==> config.mk <==
export PLATFORM = sky130hd
export DESIGN_NAME = fracn_divider_control
export DESIGN_NICKNAME = d
export VERILOG_FILES = /design/src/rtl/fracn_divider_control_pkg.sv /design/src/rtl/fracn_divider_control.sv
export VERILOG_INCLUDE_DIRS = /design/src /design/src/rtl
export SDC_FILE = /design/constraint.sdc
export NUM_CORES = 1
export LEC_CHECK = 0
export BUFFER_PORTS_ARGS = -buffer_cell sky130_fd_sc_hd__buf_2
export CAP_MARGIN = 20
export CORE_ASPECT_RATIO = 2
export CORE_MARGIN = 3
export CORE_UTILIZATION = 60
export CTS_BUF_LIST = sky130_fd_sc_hd__clkbuf_2
export DETAILED_ROUTE_END_ITERATION = 12
export PLACE_DENSITY = 0.8
export SLEW_MARGIN = 30
export SYNTH_ARGS = -nofsm -noshare
export SYNTH_HDL_FRONTEND = slang
export SYNTH_SLANG_ARGS = --single-unit
==> constraint.sdc <==
create_clock -name REF_CLK -period 8 [get_ports REF_CLK]
set_input_delay 0.8 -clock REF_CLK [delete_from_list [all_inputs] [get_ports REF_CLK]]
set_output_delay 0.8 -clock REF_CLK [all_outputs]
set_load 0.01 [all_outputs]
==> src/rtl/fracn_divider_control_regs.svh <==
// register offsets, field positions, reset values and timing for the divider control
`ifndef FRACN_DIVIDER_CONTROL_REGS_SVH
`define FRACN_DIVIDER_CONTROL_REGS_SVH
`define OFF_ID          6'h00
`define OFF_ENABLE      6'h01
`define OFF_REFDIV      6'h02
`define OFF_INTEGER     6'h03
`define OFF_FRAC        6'h04
`define OFF_MODCFG      6'h06
`define OFF_DIVCFG      6'h08
`define OFF_EXACT       6'h0C
`define OFF_GPOCFG      6'h0F
`define BIT_ENA_PIN     0
`define BIT_ENA_SOFT    1
`define KEEP_LSB        2
`define KEEP_MSB        7
`define BIT_MOD_DSM     11
`define BIT_MOD_INT     7
`define BIT_MOD_ASEED   8
`define SEED_MSB        1
`define SEED_LSB        0
`define BIT_DIV2        19
`define BIT_GPO_EN      7
`define RST_ENABLE      24'h00_0001
`define RST_REFDIV      14'h0001
`define RST_INTEGER     19'h0_0019
`define RST_FRAC        24'h00_0000
`define RST_MODCFG      24'h00_0082
`define RST_DIVCFG      24'h00_0000
`define RST_EXACT       14'h0000
`define RST_GPOCFG      24'h00_0000
`define SEED_PHASE0     24'h00_0000
`define SEED_PHASE1     24'h40_0000
`define SEED_PHASE2     24'h80_0000
`define SEED_PHASE3     24'hC0_0000
`define REFDIV_FULL     15'h4000
`define POR_TIME_US     250
`define CLK_MHZ         125
`define POR_CYCLES      (`POR_TIME_US * `CLK_MHZ)
`endif

==> src/rtl/fracn_divider_control_pkg.sv <==
// types shared by the divider control block
package fracn_divider_control_pkg;
  typedef logic [23:0] word_t;
  typedef struct packed {
    logic       wr;
    logic       rd;
    logic [5:0] addr;
    word_t      data;
  } reg_req_s;
  typedef enum logic [0:0] {POR_WAIT, POR_RUN} por_e;
endpackage

==> src/rtl/fracn_divider_control.sv <==
// fractional-N feedback divider, modulator, reference divider and chip control
//
// Overview of operation
// - integer mode keeps the modulator off
// - fractional mode turns the modulator on
// - divide by integer plus fraction over 2^24
// - divider bit 19 adds divide-by-two stage
// - reference divided by 1 to 2^14
// - seed field picks one of four phases
// - autoseed reloads accumulator on new fraction
// - without autoseed accumulator carries over
// - registers reset about 250 us after power
// - enable source is pin or soft bit
// - keep-on bits hold blocks powered when disabled
// - register zero reads the version identifier
// - pin carries general output when enabled
`timescale 1ns/1ps
`include "fracn_divider_control_regs.svh"
module fracn_divider_control
  import fracn_divider_control_pkg::*;
#(
  parameter int          POR_CYCLES        = `POR_CYCLES,
  parameter logic [23:0] VERSION_IDENTIFIER = 24'h00_A5C3
)(
  // clock and reset
  input  wire logic         REF_CLK,
  input  wire logic         RESETN,
  // register access from the serial engine
  input  wire reg_req_s     REG_REQ,
  output logic [23:0]       REG_RDATA,
  output logic              REG_READY,
  // pins and sources from the analog side
  input  wire logic         HARDWARE_ENABLE_PIN,
  input  wire logic         LOCK_DETECT_IN,
  input  wire logic         GENERAL_OUTPUT_IN,
  output logic              LOCK_SERIAL_OUT_PIN_O,
  output logic              LOCK_SERIAL_OUT_PIN_OE,
  // divider and modulator controls
  output logic              PD_PULSE,
  output logic [19:0]       FB_RATIO,
  output logic              DSM_EN,
  output logic              DIV2_EN,
  output logic [13:0]       EXACT_MODULUS,
  // power control
  output logic              CHIP_EN,
  output logic [5:0]        BLOCK_PWR
);
  // power-on wait; register writes are ignored until it ends
  por_e        por_r,       por_nxt;
  logic [31:0] por_cnt_r,   por_cnt_nxt;
  logic        ready;
  always_comb
  begin
    por_nxt     = por_r;
    por_cnt_nxt = por_cnt_r;
    case (por_r)
      POR_WAIT:
      begin
        por_cnt_nxt = por_cnt_r + 32'h0000_0001;
        if (por_cnt_r >= 32'(POR_CYCLES - 1))
          por_nxt = POR_RUN;
      end
      POR_RUN:  por_cnt_nxt = por_cnt_r;
      default:  por_nxt = POR_WAIT;
    endcase
  end
  always_ff @(posedge REF_CLK)
  begin
    if (!RESETN)
    begin
      por_r     <= POR_WAIT;
      por_cnt_r <= 32'h0000_0000;
    end
    else
    begin
      por_r     <= por_nxt;
      por_cnt_r <= por_cnt_nxt;
    end
  end
  assign ready = (por_r == POR_RUN);

  // register file
  word_t       ena_r,    ena_nxt;
  logic [13:0] refdiv_r, refdiv_nxt;
  logic [18:0] int_r,    int_nxt;
  word_t       frac_r,   frac_nxt;
  word_t       mod_r,    mod_nxt;
  word_t       divcfg_r, divcfg_nxt;
  logic [13:0] exact_r,  exact_nxt;
  word_t       gpo_r,    gpo_nxt;
  word_t       rdata_r,  rdata_nxt;
  logic        frac_wr;
  always_comb
  begin
    ena_nxt    = ena_r;
    refdiv_nxt = refdiv_r;
    int_nxt    = int_r;
    frac_nxt   = frac_r;
    mod_nxt    = mod_r;
    divcfg_nxt = divcfg_r;
    exact_nxt  = exact_r;
    gpo_nxt    = gpo_r;
    rdata_nxt  = rdata_r;
    frac_wr    = 1'b0;
    if (ready && REG_REQ.wr)
    begin
      case (REG_REQ.addr)
        `OFF_ENABLE:  ena_nxt    = REG_REQ.data;
        `OFF_REFDIV:  refdiv_nxt = REG_REQ.data[13:0];
        `OFF_INTEGER: int_nxt    = REG_REQ.data[18:0];
        `OFF_FRAC:
        begin
          frac_nxt = REG_REQ.data;
          frac_wr  = 1'b1;
        end
        `OFF_MODCFG:  mod_nxt    = REG_REQ.data;
        `OFF_DIVCFG:  divcfg_nxt = REG_REQ.data;
        `OFF_EXACT:   exact_nxt  = REG_REQ.data[13:0];
        `OFF_GPOCFG:  gpo_nxt    = REG_REQ.data;
        default:      rdata_nxt  = rdata_r;
      endcase
    end
    if (REG_REQ.rd)
    begin
      case (REG_REQ.addr)
        `OFF_ID:      rdata_nxt = VERSION_IDENTIFIER;
        `OFF_ENABLE:  rdata_nxt = ena_r;
        `OFF_REFDIV:  rdata_nxt = {10'h000, refdiv_r};
        `OFF_INTEGER: rdata_nxt = {5'h00, int_r};
        `OFF_FRAC:    rdata_nxt = frac_r;
        `OFF_MODCFG:  rdata_nxt = mod_r;
        `OFF_DIVCFG:  rdata_nxt = divcfg_r;
        `OFF_EXACT:   rdata_nxt = {10'h000, exact_r};
        `OFF_GPOCFG:  rdata_nxt = gpo_r;
        default:      rdata_nxt = 24'h00_0000;
      endcase
    end
  end

  // registers held at defaults until ready
  always_ff @(posedge REF_CLK)
  begin
    if (!RESETN || !ready)
    begin
      ena_r    <= `RST_ENABLE;
      refdiv_r <= `RST_REFDIV;
      int_r    <= `RST_INTEGER;
      frac_r   <= `RST_FRAC;
      mod_r    <= `RST_MODCFG;
      divcfg_r <= `RST_DIVCFG;
      exact_r  <= `RST_EXACT;
      gpo_r    <= `RST_GPOCFG;
      rdata_r  <= 24'h00_0000;
    end
    else
    begin
      ena_r    <= ena_nxt;
      refdiv_r <= refdiv_nxt;
      int_r    <= int_nxt;
      frac_r   <= frac_nxt;
      mod_r    <= mod_nxt;
      divcfg_r <= divcfg_nxt;
      exact_r  <= exact_nxt;
      gpo_r    <= gpo_nxt;
      rdata_r  <= rdata_nxt;
    end
  end

  // enable pin synchroniser; first stage feeds only the second
  logic cen_s1_r, cen_s2_r;
  // reference divider, modulator and phase accumulator
  logic [14:0] ref_cnt_r,  ref_cnt_nxt;
  logic [14:0] ref_limit;
  logic        pd_r,       pd_nxt;
  word_t       acc_r,      acc_nxt;
  logic [19:0] ratio_r,    ratio_nxt;
  logic        dsm_on;
  logic [24:0] acc_sum;
  word_t       seed_val;
  always_comb
  begin
    ref_limit   = (refdiv_r == 14'h0000) ? `REFDIV_FULL : {1'b0, refdiv_r};
    ref_cnt_nxt = ref_cnt_r + 15'h0001;
    pd_nxt      = 1'b0;
    if (ref_cnt_r >= ref_limit - 15'h0001)
    begin
      ref_cnt_nxt = 15'h0000;
      pd_nxt      = 1'b1;
    end
    // modulator on only in fractional mode
    dsm_on = mod_r[`BIT_MOD_DSM] && !mod_r[`BIT_MOD_INT];
    case (mod_r[`SEED_MSB:`SEED_LSB])
      2'h0:    seed_val = `SEED_PHASE0;
      2'h1:    seed_val = `SEED_PHASE1;
      2'h2:    seed_val = `SEED_PHASE2;
      default: seed_val = `SEED_PHASE3;
    endcase
    acc_sum   = {1'b0, acc_r} + {1'b0, frac_r};
    acc_nxt   = acc_r;
    ratio_nxt = ratio_r;
    if (pd_nxt)
    begin
      // carry adds one count at rate frac/2^24
      if (dsm_on)
      begin
        acc_nxt   = acc_sum[23:0];
        ratio_nxt = {1'b0, int_r} + {19'h0_0000, acc_sum[24]};
      end
      else
        ratio_nxt = {1'b0, int_r};
    end
    // autoseed reload wins over a step
    if (frac_wr && mod_r[`BIT_MOD_ASEED])
      acc_nxt = seed_val;
  end

  always_ff @(posedge REF_CLK)
  begin
    if (!RESETN || !ready)
    begin
      ref_cnt_r <= 15'h0000;
      pd_r      <= 1'b0;
      acc_r     <= 24'h00_0000;
      ratio_r   <= {1'b0, `RST_INTEGER};
    end
    else
    begin
      ref_cnt_r <= ref_cnt_nxt;
      pd_r      <= pd_nxt;
      acc_r     <= acc_nxt;
      ratio_r   <= ratio_nxt;
    end
  end

  // registered control outputs
  logic        chip_en_r, chip_en_nxt;
  logic [5:0]  pwr_r,     pwr_nxt;
  logic        pin_o_r,   pin_o_nxt;
  logic        dsm_r,     div2_r,    oe_r;
  always_comb
  begin
    chip_en_nxt = ena_r[`BIT_ENA_PIN] ? cen_s2_r : ena_r[`BIT_ENA_SOFT];
    // keep-on bits override a disabled chip
    pwr_nxt     = chip_en_nxt ? 6'h3F : ena_r[`KEEP_MSB:`KEEP_LSB];
    pin_o_nxt   = gpo_r[`BIT_GPO_EN] ? GENERAL_OUTPUT_IN : LOCK_DETECT_IN;
  end
  always_ff @(posedge REF_CLK)
  begin
    if (!RESETN)
    begin
      cen_s1_r  <= 1'b0;
      cen_s2_r  <= 1'b0;
      chip_en_r <= 1'b0;
      pwr_r     <= 6'h00;
      pin_o_r   <= 1'b0;
      oe_r      <= 1'b0;
      dsm_r     <= 1'b0;
      div2_r    <= 1'b0;
    end
    else
    begin
      cen_s1_r  <= HARDWARE_ENABLE_PIN;
      cen_s2_r  <= cen_s1_r;
      chip_en_r <= chip_en_nxt;
      pwr_r     <= pwr_nxt;
      pin_o_r   <= pin_o_nxt;
      oe_r      <= 1'b1;
      dsm_r     <= dsm_on;
      div2_r    <= divcfg_r[`BIT_DIV2];
    end
  end

  // the pin drives from reset release on; its source follows the output enable bit
  assign LOCK_SERIAL_OUT_PIN_O  = pin_o_r;
  assign LOCK_SERIAL_OUT_PIN_OE = oe_r;
  assign REG_RDATA     = rdata_r;
  assign REG_READY     = (por_r == POR_RUN);
  assign PD_PULSE      = pd_r;
  assign FB_RATIO      = ratio_r;
  assign DSM_EN        = dsm_r;
  assign DIV2_EN       = div2_r;
  assign EXACT_MODULUS = exact_r;
  assign CHIP_EN       = chip_en_r;
  assign BLOCK_PWR     = pwr_r;
endmodule

==> results.tsv, run 1 <==
stage	metric	value	unit
yosys	synth-seq-cells	297	
clock_network	htree_levels	3	
power_and_ir_drop	leakagePower	5.65	nW
worst_setup_path	cp_slowest_cell	nor4b_1	
timing	worstMarginPinSlew	1030	ps
worst_setup_path	crit_chain	or4_1 > nor3_2 > nand4_1 > nand2_1 > nand3b_1 > nor4_1 > xnor2_1 > ha_1 > nand2_1 > o21ai_0 > o21bai_1 > o21a_1 > buf_4 > nor4b_1 > a21oi_1 > nor2_1	
worst_hold_path	hold_path_class	primary input to flop	
yosys	synthTopCellsByArea	dfxtp_1 43%, nand2_1 11%, a21oi_1 8.7%	
finish	fin_nets	1901	
yosys	synth_flop_cell	dfxtp_1	
flow_run	cap_violations	0	
power_and_ir_drop	p_per_area	163	mW/mm^2
timing	fin_skew	93.0	ps
placement	pre_cts_slack	3740	ps
placement	numPortBuffers	107	
drt	drc_errors	0	
clock_network	ctsHoldBuffers	0	
timing	min_period	4320	ps
timing	final-hold-violation-count	0	
placement	gp_congestion	0.951	
timing	drv_slew	0	
floorplan	initial_utilization	61.3	%
yosys	synth_cell_type_count	67	
drt	wire_per_inst	19.6	um
worst_setup_path	critical_path_arrival	5170	ps
run_status	outcome	finished, final reports clean	
finish	multi_input_area	0.00754	sq mm
global_routing	grt_util_met3	6.90	%
yosys	synth_nets	1817	
global_routing	grt_overflow	0	
global_routing	grt_util_all_layers	32.6	%
yosys	netlist.area_leader.share	42.7	%
drt	drt_iter0_drc	1329	
clock_network	cts_buffers	67	
yosys	netlist_area	0.0139	sq mm
drt	vias_per_cell	6.15	
drt	dr.pass1.iters	9	
floorplan	row_count	78	
clock_network	clock_sinks	297	
yosys	syn_inst	1732	
clock_network	cts_setup_buffers	0	
timing	fin_setup_tns	0	ps
timing	setup_viol	0	
global_routing	grt_use_met1	33.8	%
placement	place_inst	2027	
yosys	async_reset_ff_share	0	%
finish	final-instance-count-excl-fill	2144	
timing	fin_crit_sh	54.0	%
timing	relSlewSlack	31.4	%
clock_network	clk_pin_slew_worst_paths	120	ps
clock_network	clockBufferDepth	3	
global_routing	grt_pass1_vias	12700	
drt	routed_wl	42000	um
finish	stdcell_area	0.0151	sq mm
global_routing	top_usage_layer	met2	
finish	regArea	0.00595	sq mm
timing	fin_ws	3680	ps
worst_setup_path	startpoint_type	flop	
global_routing	grt_max_degree	98	
yosys	synth.avg_cell_area	8.04	sq um
global_routing	use_met2	55.4	%
placement	dp_hpwl	29300	um
yosys	synth_common_cells	425 x nand2_1, 297 x dfxtp_1, 243 x a21oi_1	
worst_setup_path	cp_common_cell	nand2_1	
yosys	synth_edf_count	0	
clock_network	post_cts_resized	0	
clock_network	clk_latency	940	ps
floorplan	fp.dieW	114	um
finish	drive_gt1_share	13.6	%
worst_setup_path	end_kind	flop	
yosys	yosys.cell_count.top_type	nand2_1	
clock_network	cts-root-buf	clkbuf_2	
worst_setup_path	crit_required	8840	ps
power_and_ir_drop	irDropWorstVdd	0.112	mV
floorplan	io_pins	108	
worst_setup_path	critPathMaxFanout	40	
drt	via_count	13200	
timing	rsz0062_at_grt	no	
floorplan	die_h	221	um
timing	fmax	0.231	GHz
worst_setup_path	crit_type	flop to flop	
drt	ant_nets	0	
finish	area_delta_synth_final	8.43	%
power_and_ir_drop	power.total	2.46	mW
placement	placed_area	0.0145	sq mm
yosys	netlist.top_cell.by_area	dfxtp_1	
global_routing	grt_pass1_wl	65300	um
yosys	ys_seq_area_share	42.7	%
worst_setup_path	cpPeakStageDelay	620	ps
finish	fillers	1971	
floorplan	die_area	0.0252	sq mm
clock_network	tritoncts	built	
floorplan	core	0.0227	sq mm
global_routing	antenna_found_initial	2	
yosys	yosys_warnings	0	
cells by family after synthesis:
logic type	synth area share [%]
AO/OA/AOI/OAI	18.7
XOR/XNOR	4.65
AND/OR/NAND/NOR	23.1
adder cells (fa/ha/maj)	4.37
multiplexers	2.81
buffers and inverters	3.70
flip-flops	42.7
where the power goes:
part	leakage [nW]	switching (mW)	internal, mW
clock network	0.434	0.602	0.309
logic	2.82	0.0507	0.0172
registers	2.39	0.00245	1.48
through the flow:
stage          util [%]  hold WS, ps
2_1_floorplan         -          412
3_3_place_gp       63.9          434
3_5_place_dp       63.9          429
4_1_cts            66.4         2.15
5_1_grt            66.4         84.4
6_report           66.4         96.8
worst max-delay path: cells and delay by family (launching register included):
| family | cells | cell delay, ps |
|---|---|---|
| AOI/OAI and AO/OA | 4 | 760 |
| xor gates and xnor gates | 1 | 110 |
| DFF | 1 | 390 |
| buffers and inverters | 1 | 340 |
| and+or+nand+nor | 9 | 2350 |
| adders and majority gates | 1 | 300 |
registers in the layout (all words and copies together) (netlist names), 6 cells and up:
name / cells
int_r: 19
divcfg_r: 24
gpo_r: 24
refdiv_r: 14
ref_cnt_r: 15
EXACT_MODULUS: 14
REG_RDATA: 24
FB_RATIO: 20
mod_r: 24
acc_r: 24
por_cnt_r: 32
frac_r: 24
ena_r: 24
BLOCK_PWR: 6
worst paths after layout:
path / startpoint / end / slack (ps) / cells past startpoint
setup / recovery: refdiv_r[4] / FB_RATIO[19] / 3680 / 16
hold / removal: HARDWARE_ENABLE_PIN / cen_s1_r / 100 / 2
setup reg to reg: refdiv_r[4] / FB_RATIO[19] / 3680 / 16
hold reg to reg: gpo_r[22] / gpo_r[22] / 460 / 2
routing by layer:
layer / vias up / wire length (um)
met2: 620 / 21200
met5: - / 13
met3: 214 / 2940
li1: 6212 / -
met1: 6136 / 14200
met4: 2 / 3620
final cells by class:
type | count | area share, %
timing repair buffer | 125 | 4.47
clock inverter | 25 | 0.663
tap | 280 | 2.32
sequential | 297 | 39.4
multi-input combinational | 1315 | 49.9
inverter | 10 | 0.249
antenna | 1 | 0.0166
clock buffer | 91 | 3.02
cell usage in the layout, fill, tap and decap left out, types with 7 or more instances in the layout:
cell,instances
nor2_1,115
a221oi_1,11
nand3_1,36
and2_1,35
a21boi_0,8
ha_1,47
a21oi_2,7
nand2b_1,7
xnor2_1,46
and3_1,26
nor3_1,7
nand2_1,423
nand4_1,14
a22oi_1,16
or3_1,13
dfxtp_1,297
clkinv_1,18
a21oi_1,243
xor2_1,28
a211oi_1,18
a21o_1,17
o21a_1,8
buf_2,107
o21ai_0,39
mux2i_1,38
buf_4,17
inv_1,10
a222oi_1,16
a31oi_1,10
clkbuf_2,91
o211ai_1,7
nor4_1,9
No activity file was read; power rests on OpenSTA's default activity.
==> run 2, diff against run 1 <==
--- a/config.mk
+++ b/config.mk
@@ -6,6 +6,7 @@
 export SDC_FILE = /design/constraint.sdc
 export NUM_CORES = 1
 export LEC_CHECK = 0
+export ABC_AREA = 1
 export BUFFER_PORTS_ARGS = -buffer_cell sky130_fd_sc_hd__buf_2
 export CAP_MARGIN = 20
 export CORE_ASPECT_RATIO = 2
@@ -13,7 +14,7 @@
 export CORE_UTILIZATION = 60
 export CTS_BUF_LIST = sky130_fd_sc_hd__clkbuf_2
 export DETAILED_ROUTE_END_ITERATION = 12
-export PLACE_DENSITY = 0.8
+export PLACE_DENSITY = 0.79
 export SLEW_MARGIN = 30
 export SYNTH_ARGS = -nofsm -noshare
 export SYNTH_HDL_FRONTEND = slang
==> constraint.sdc (replaced) <==
create_clock -name REF_CLK -period 4.23 [get_ports REF_CLK]
set_input_delay 0.423 -clock REF_CLK [delete_from_list [all_inputs] [get_ports REF_CLK]]
set_output_delay 0.423 -clock REF_CLK [all_outputs]
set_load 0.01 [all_outputs]
==> results.tsv, run 2 <==
stage	metric	value	unit	change
run_status	outcome	finished, violations left		
run_status	violations	DRC		
finish	final_common_cell	nand2_1		
timing	fin_setup_tns	0	ps	unchanged
worst_hold_path	holdCritStartpoint	REG_REQ[25]		
floorplan	initial_utilization	60.9	%	-0.38 points
floorplan	core	0.0245	sq mm	+7.9%
global_routing	grt_pass1_vias	14900		+17%
timing	whs	254	ps	+157 ps
global_routing	grt_util_all_layers	36.5	%	+3.9 points
worst_setup_path	startpoint_type	flop		
placement	numPortBuffers	107		unchanged
power_and_ir_drop	seq_power_share	58.9	%	-1.3 points
yosys	ys_seq_area_share	39.8	%	-2.9 points
floorplan	die_h	229	um	+3.4%
finish	final_cell_mix	471 x nand2_1, 318 x nor2_1, 297 x dfxtp_1		
timing	fin_crit_sh	89.9	%	+36 points
global_routing	antenna_found_initial	1		-1
finish	final-instance-count-excl-fill	2723		+27%
worst_setup_path	critPathMaxFanout	13		-68%
yosys	netlist.top_cell.by_area	dfxtp_1		
clock_network	clockBufferDepth	3		unchanged
drt	ant_nets	0		unchanged
yosys	yosys_warnings	0		unchanged
global_routing	grt_max_degree	176		+80%
yosys	synth-seq-cells	297		unchanged
drt	drc_errors	1		+1
clock_network	tritoncts	built		
global_routing	grt_overflow	0		unchanged
power_and_ir_drop	power.switching	1.28	mW	+95%
timing	fin_skew	71.8	ps	-21.2 ps
global_routing	grt_pass1_wl	77700	um	+19%
clock_network	clock_sinks	297		unchanged
clock_network	clk_latency	950	ps	about the same
yosys	synth_edf_count	0		unchanged
worst_setup_path	crit_chain	inv_1 > ha_1 > nand3_1 > nor2_1 > nand4_1 > nand2_1 > nand3_1 > o21ai_0 > nand2_1 > ha_1 > nand2_1 > nor2_1 > nor3b_1 > nand2_1 > nand3_1 > buf_4 > nand2_1 > inv_1 > nand3_1 > o21ai_0		
placement	dp_hpwl	36600	um	+25%
power_and_ir_drop	p_per_area	288	mW/mm^2	+77%
finish	top_register	por_cnt_r		
yosys	synth_flop_cell	dfxtp_1		
flow_run	cap_violations	0		unchanged
floorplan	die_area	0.0269	sq mm	+6.9%
power_and_ir_drop	power.total	4.76	mW	+93%
yosys	synth_common_cells	471 x nand2_1, 318 x nor2_1, 297 x dfxtp_1		
power_and_ir_drop	irDropWorstVdd	0.168	mV	+49%
timing	final-hold-violation-count	0		unchanged
finish	largest_reg_flops	32		unchanged
floorplan	row_count	81		+3.8%
placement	gp_congestion	1.04		+9.0%
finish	drive_gt1_share	10.8	%	-2.8 points
clock_network	cts_buffers	71		+6.0%
yosys	netlist.area_leader.share	39.8	%	-2.9 points
clock_network	clk_pin_slew_worst_paths	120	ps	about the same
worst_setup_path	cp_common_cell	nand2_1		
floorplan	fp.dieW	118	um	+3.3%
drt	routed_wl	49700	um	+18%
worst_setup_path	critical_path.top_delay_family	simple AND/OR/NAND/NOR gates		
finish	fin_nets	2423		+27%
yosys	synthTopCellsByArea	dfxtp_1 40%, nand2_1 12%, nor2_1 8.0%		
timing	worstMarginPinSlew	913	ps	-114 ps
worst_setup_path	critical_path_arrival	4640	ps	-530 ps
timing	rsz0062_at_grt	no		
timing	min_period	3800	ps	-521 ps
placement	place_inst	2566		+27%
power_and_ir_drop	pwr-share-clk	38.2	%	+1.2 points
yosys	netlist_area	0.0149	sq mm	+7.2%
finish	stdcell_area	0.0165	sq mm	+9.5%
finish	area_delta_synth_final	10.8	%	
drt	vias_per_cell	5.66		-8.0%
yosys	synth.avg_cell_area	6.81	sq um	-15%
drt	drt_iter0_drc	1663		+25%
worst_hold_path	hold_path_class	primary input to flop		
timing	fmax	0.263	GHz	+14%
worst_setup_path	crit_type	flop to flop		
drt	via_count	15400		+17%
worst_setup_path	r2r_start	refdiv_r[0]		
clock_network	htree_levels	3		unchanged
yosys	synth_cell_type_count	42		-37%
timing	setup_viol	0		unchanged
drt	wire_per_inst	18.3	um	-6.8%
timing	drv_slew	0		unchanged
worst_setup_path	path_buf_inv	3		+2
power_and_ir_drop	leakagePower	7.23	nW	+28%
timing	relSlewSlack	39.1	%	+7.6 points
worst_setup_path	cp_slowest_cell	inv_1		
worst_setup_path	crit_start	refdiv_r[0]		
worst_setup_path	crit_required	5070	ps	-3770 ps
yosys	async_reset_ff_share	0	%	unchanged
floorplan	io_pins	108		unchanged
drt	dr.pass1.iters	12		+3
yosys	synth_nets	2277		+25%
worst_setup_path	end_kind	flop		
yosys	yosys.cell_count.top_type	nand2_1		
power_and_ir_drop	intPower	3.49	mW	+93%
power_and_ir_drop	swShare	26.8	%	+0.18 points
clock_network	cts-root-buf	clkbuf_2		
placement	placed_area	0.0156	sq mm	+7.5%
yosys	syn_inst	2192		+27%
worst_setup_path	cpPeakStageDelay	360	ps	-260 ps
power_and_ir_drop	comb_power_share	2.9	%	about the same
-- run 2: timing repair --
action	in CTS	in global routing
hold buffers	31	0
gates resized for setup	0	1
setup buffers	0	0
hold endpoints to repair	207	0
setup endpoints to repair	0	1
-- run 2: stage by stage --
stage | utilization, % | setup slack (ps)
after floorplan | - | 1240
after global placement | 63.7 | 656
after detailed placement | 63.7 | 539
after CTS | 67.4 | 477
after global routing | 67.5 | 22.2
final | 67.5 | 428
-- run 2: final timing paths --
path	endpoint	slack, ps	cells after the start
worst min register to register	cen_s2_r	430	2
worst max-delay path	FB_RATIO[19]	430	20
worst max register to register	FB_RATIO[19]	430	20
worst min-delay path	gpo_r[14]	250	7
-- run 2: layout make-up --
class / count / area [sq um]
antenna: 2 / 5.00
inverter: 263 / 990
multi-input combinational: 1555 / 7640
fill: 2252 / 7980
tap: 332 / 415
clock buffer: 102 / 510
sequential: 297 / 5950
timing repair buffer: 150 / 948
clock inverter: 22 / 85.1
-- run 2: layer usage --
layer  track usage, %  up-vias  share of wire [%]
met3             7.39      264                6.9
met4             32.3        0                 10
met2             65.5      760                 50
met5                0        -                  0
li1                 -     7433                  -
met1             34.8     6951                 33
-- run 2: kinds of logic after synthesis --
logic type | synth area share (%)
compound gates | 16.0
buf+inv | 9.02
mux | 0.0670
flops | 39.8
xor+xnor | 3.17
simple gates | 27.9
fa+ha+maj | 4.07
-- run 2: tightest hold or removal path: cells and delay by family --
family	cells	cell delay, ps
AOI/OAI and AO/OA	1	60
and+or+nand+nor	4	390
buffers and inverters	2	290
-- run 2: power by group through the flow --
stage,clock (mW),sequential [mW],combinational (mW)
3_3_place_gp,0,2.87,0.110
5_1_grt,1.98,2.81,0.145
4_1_cts,1.84,2.80,0.133
2_1_floorplan,0,2.87,0.0389
6_report,1.82,2.80,0.138
3_5_place_dp,0,2.87,0.111
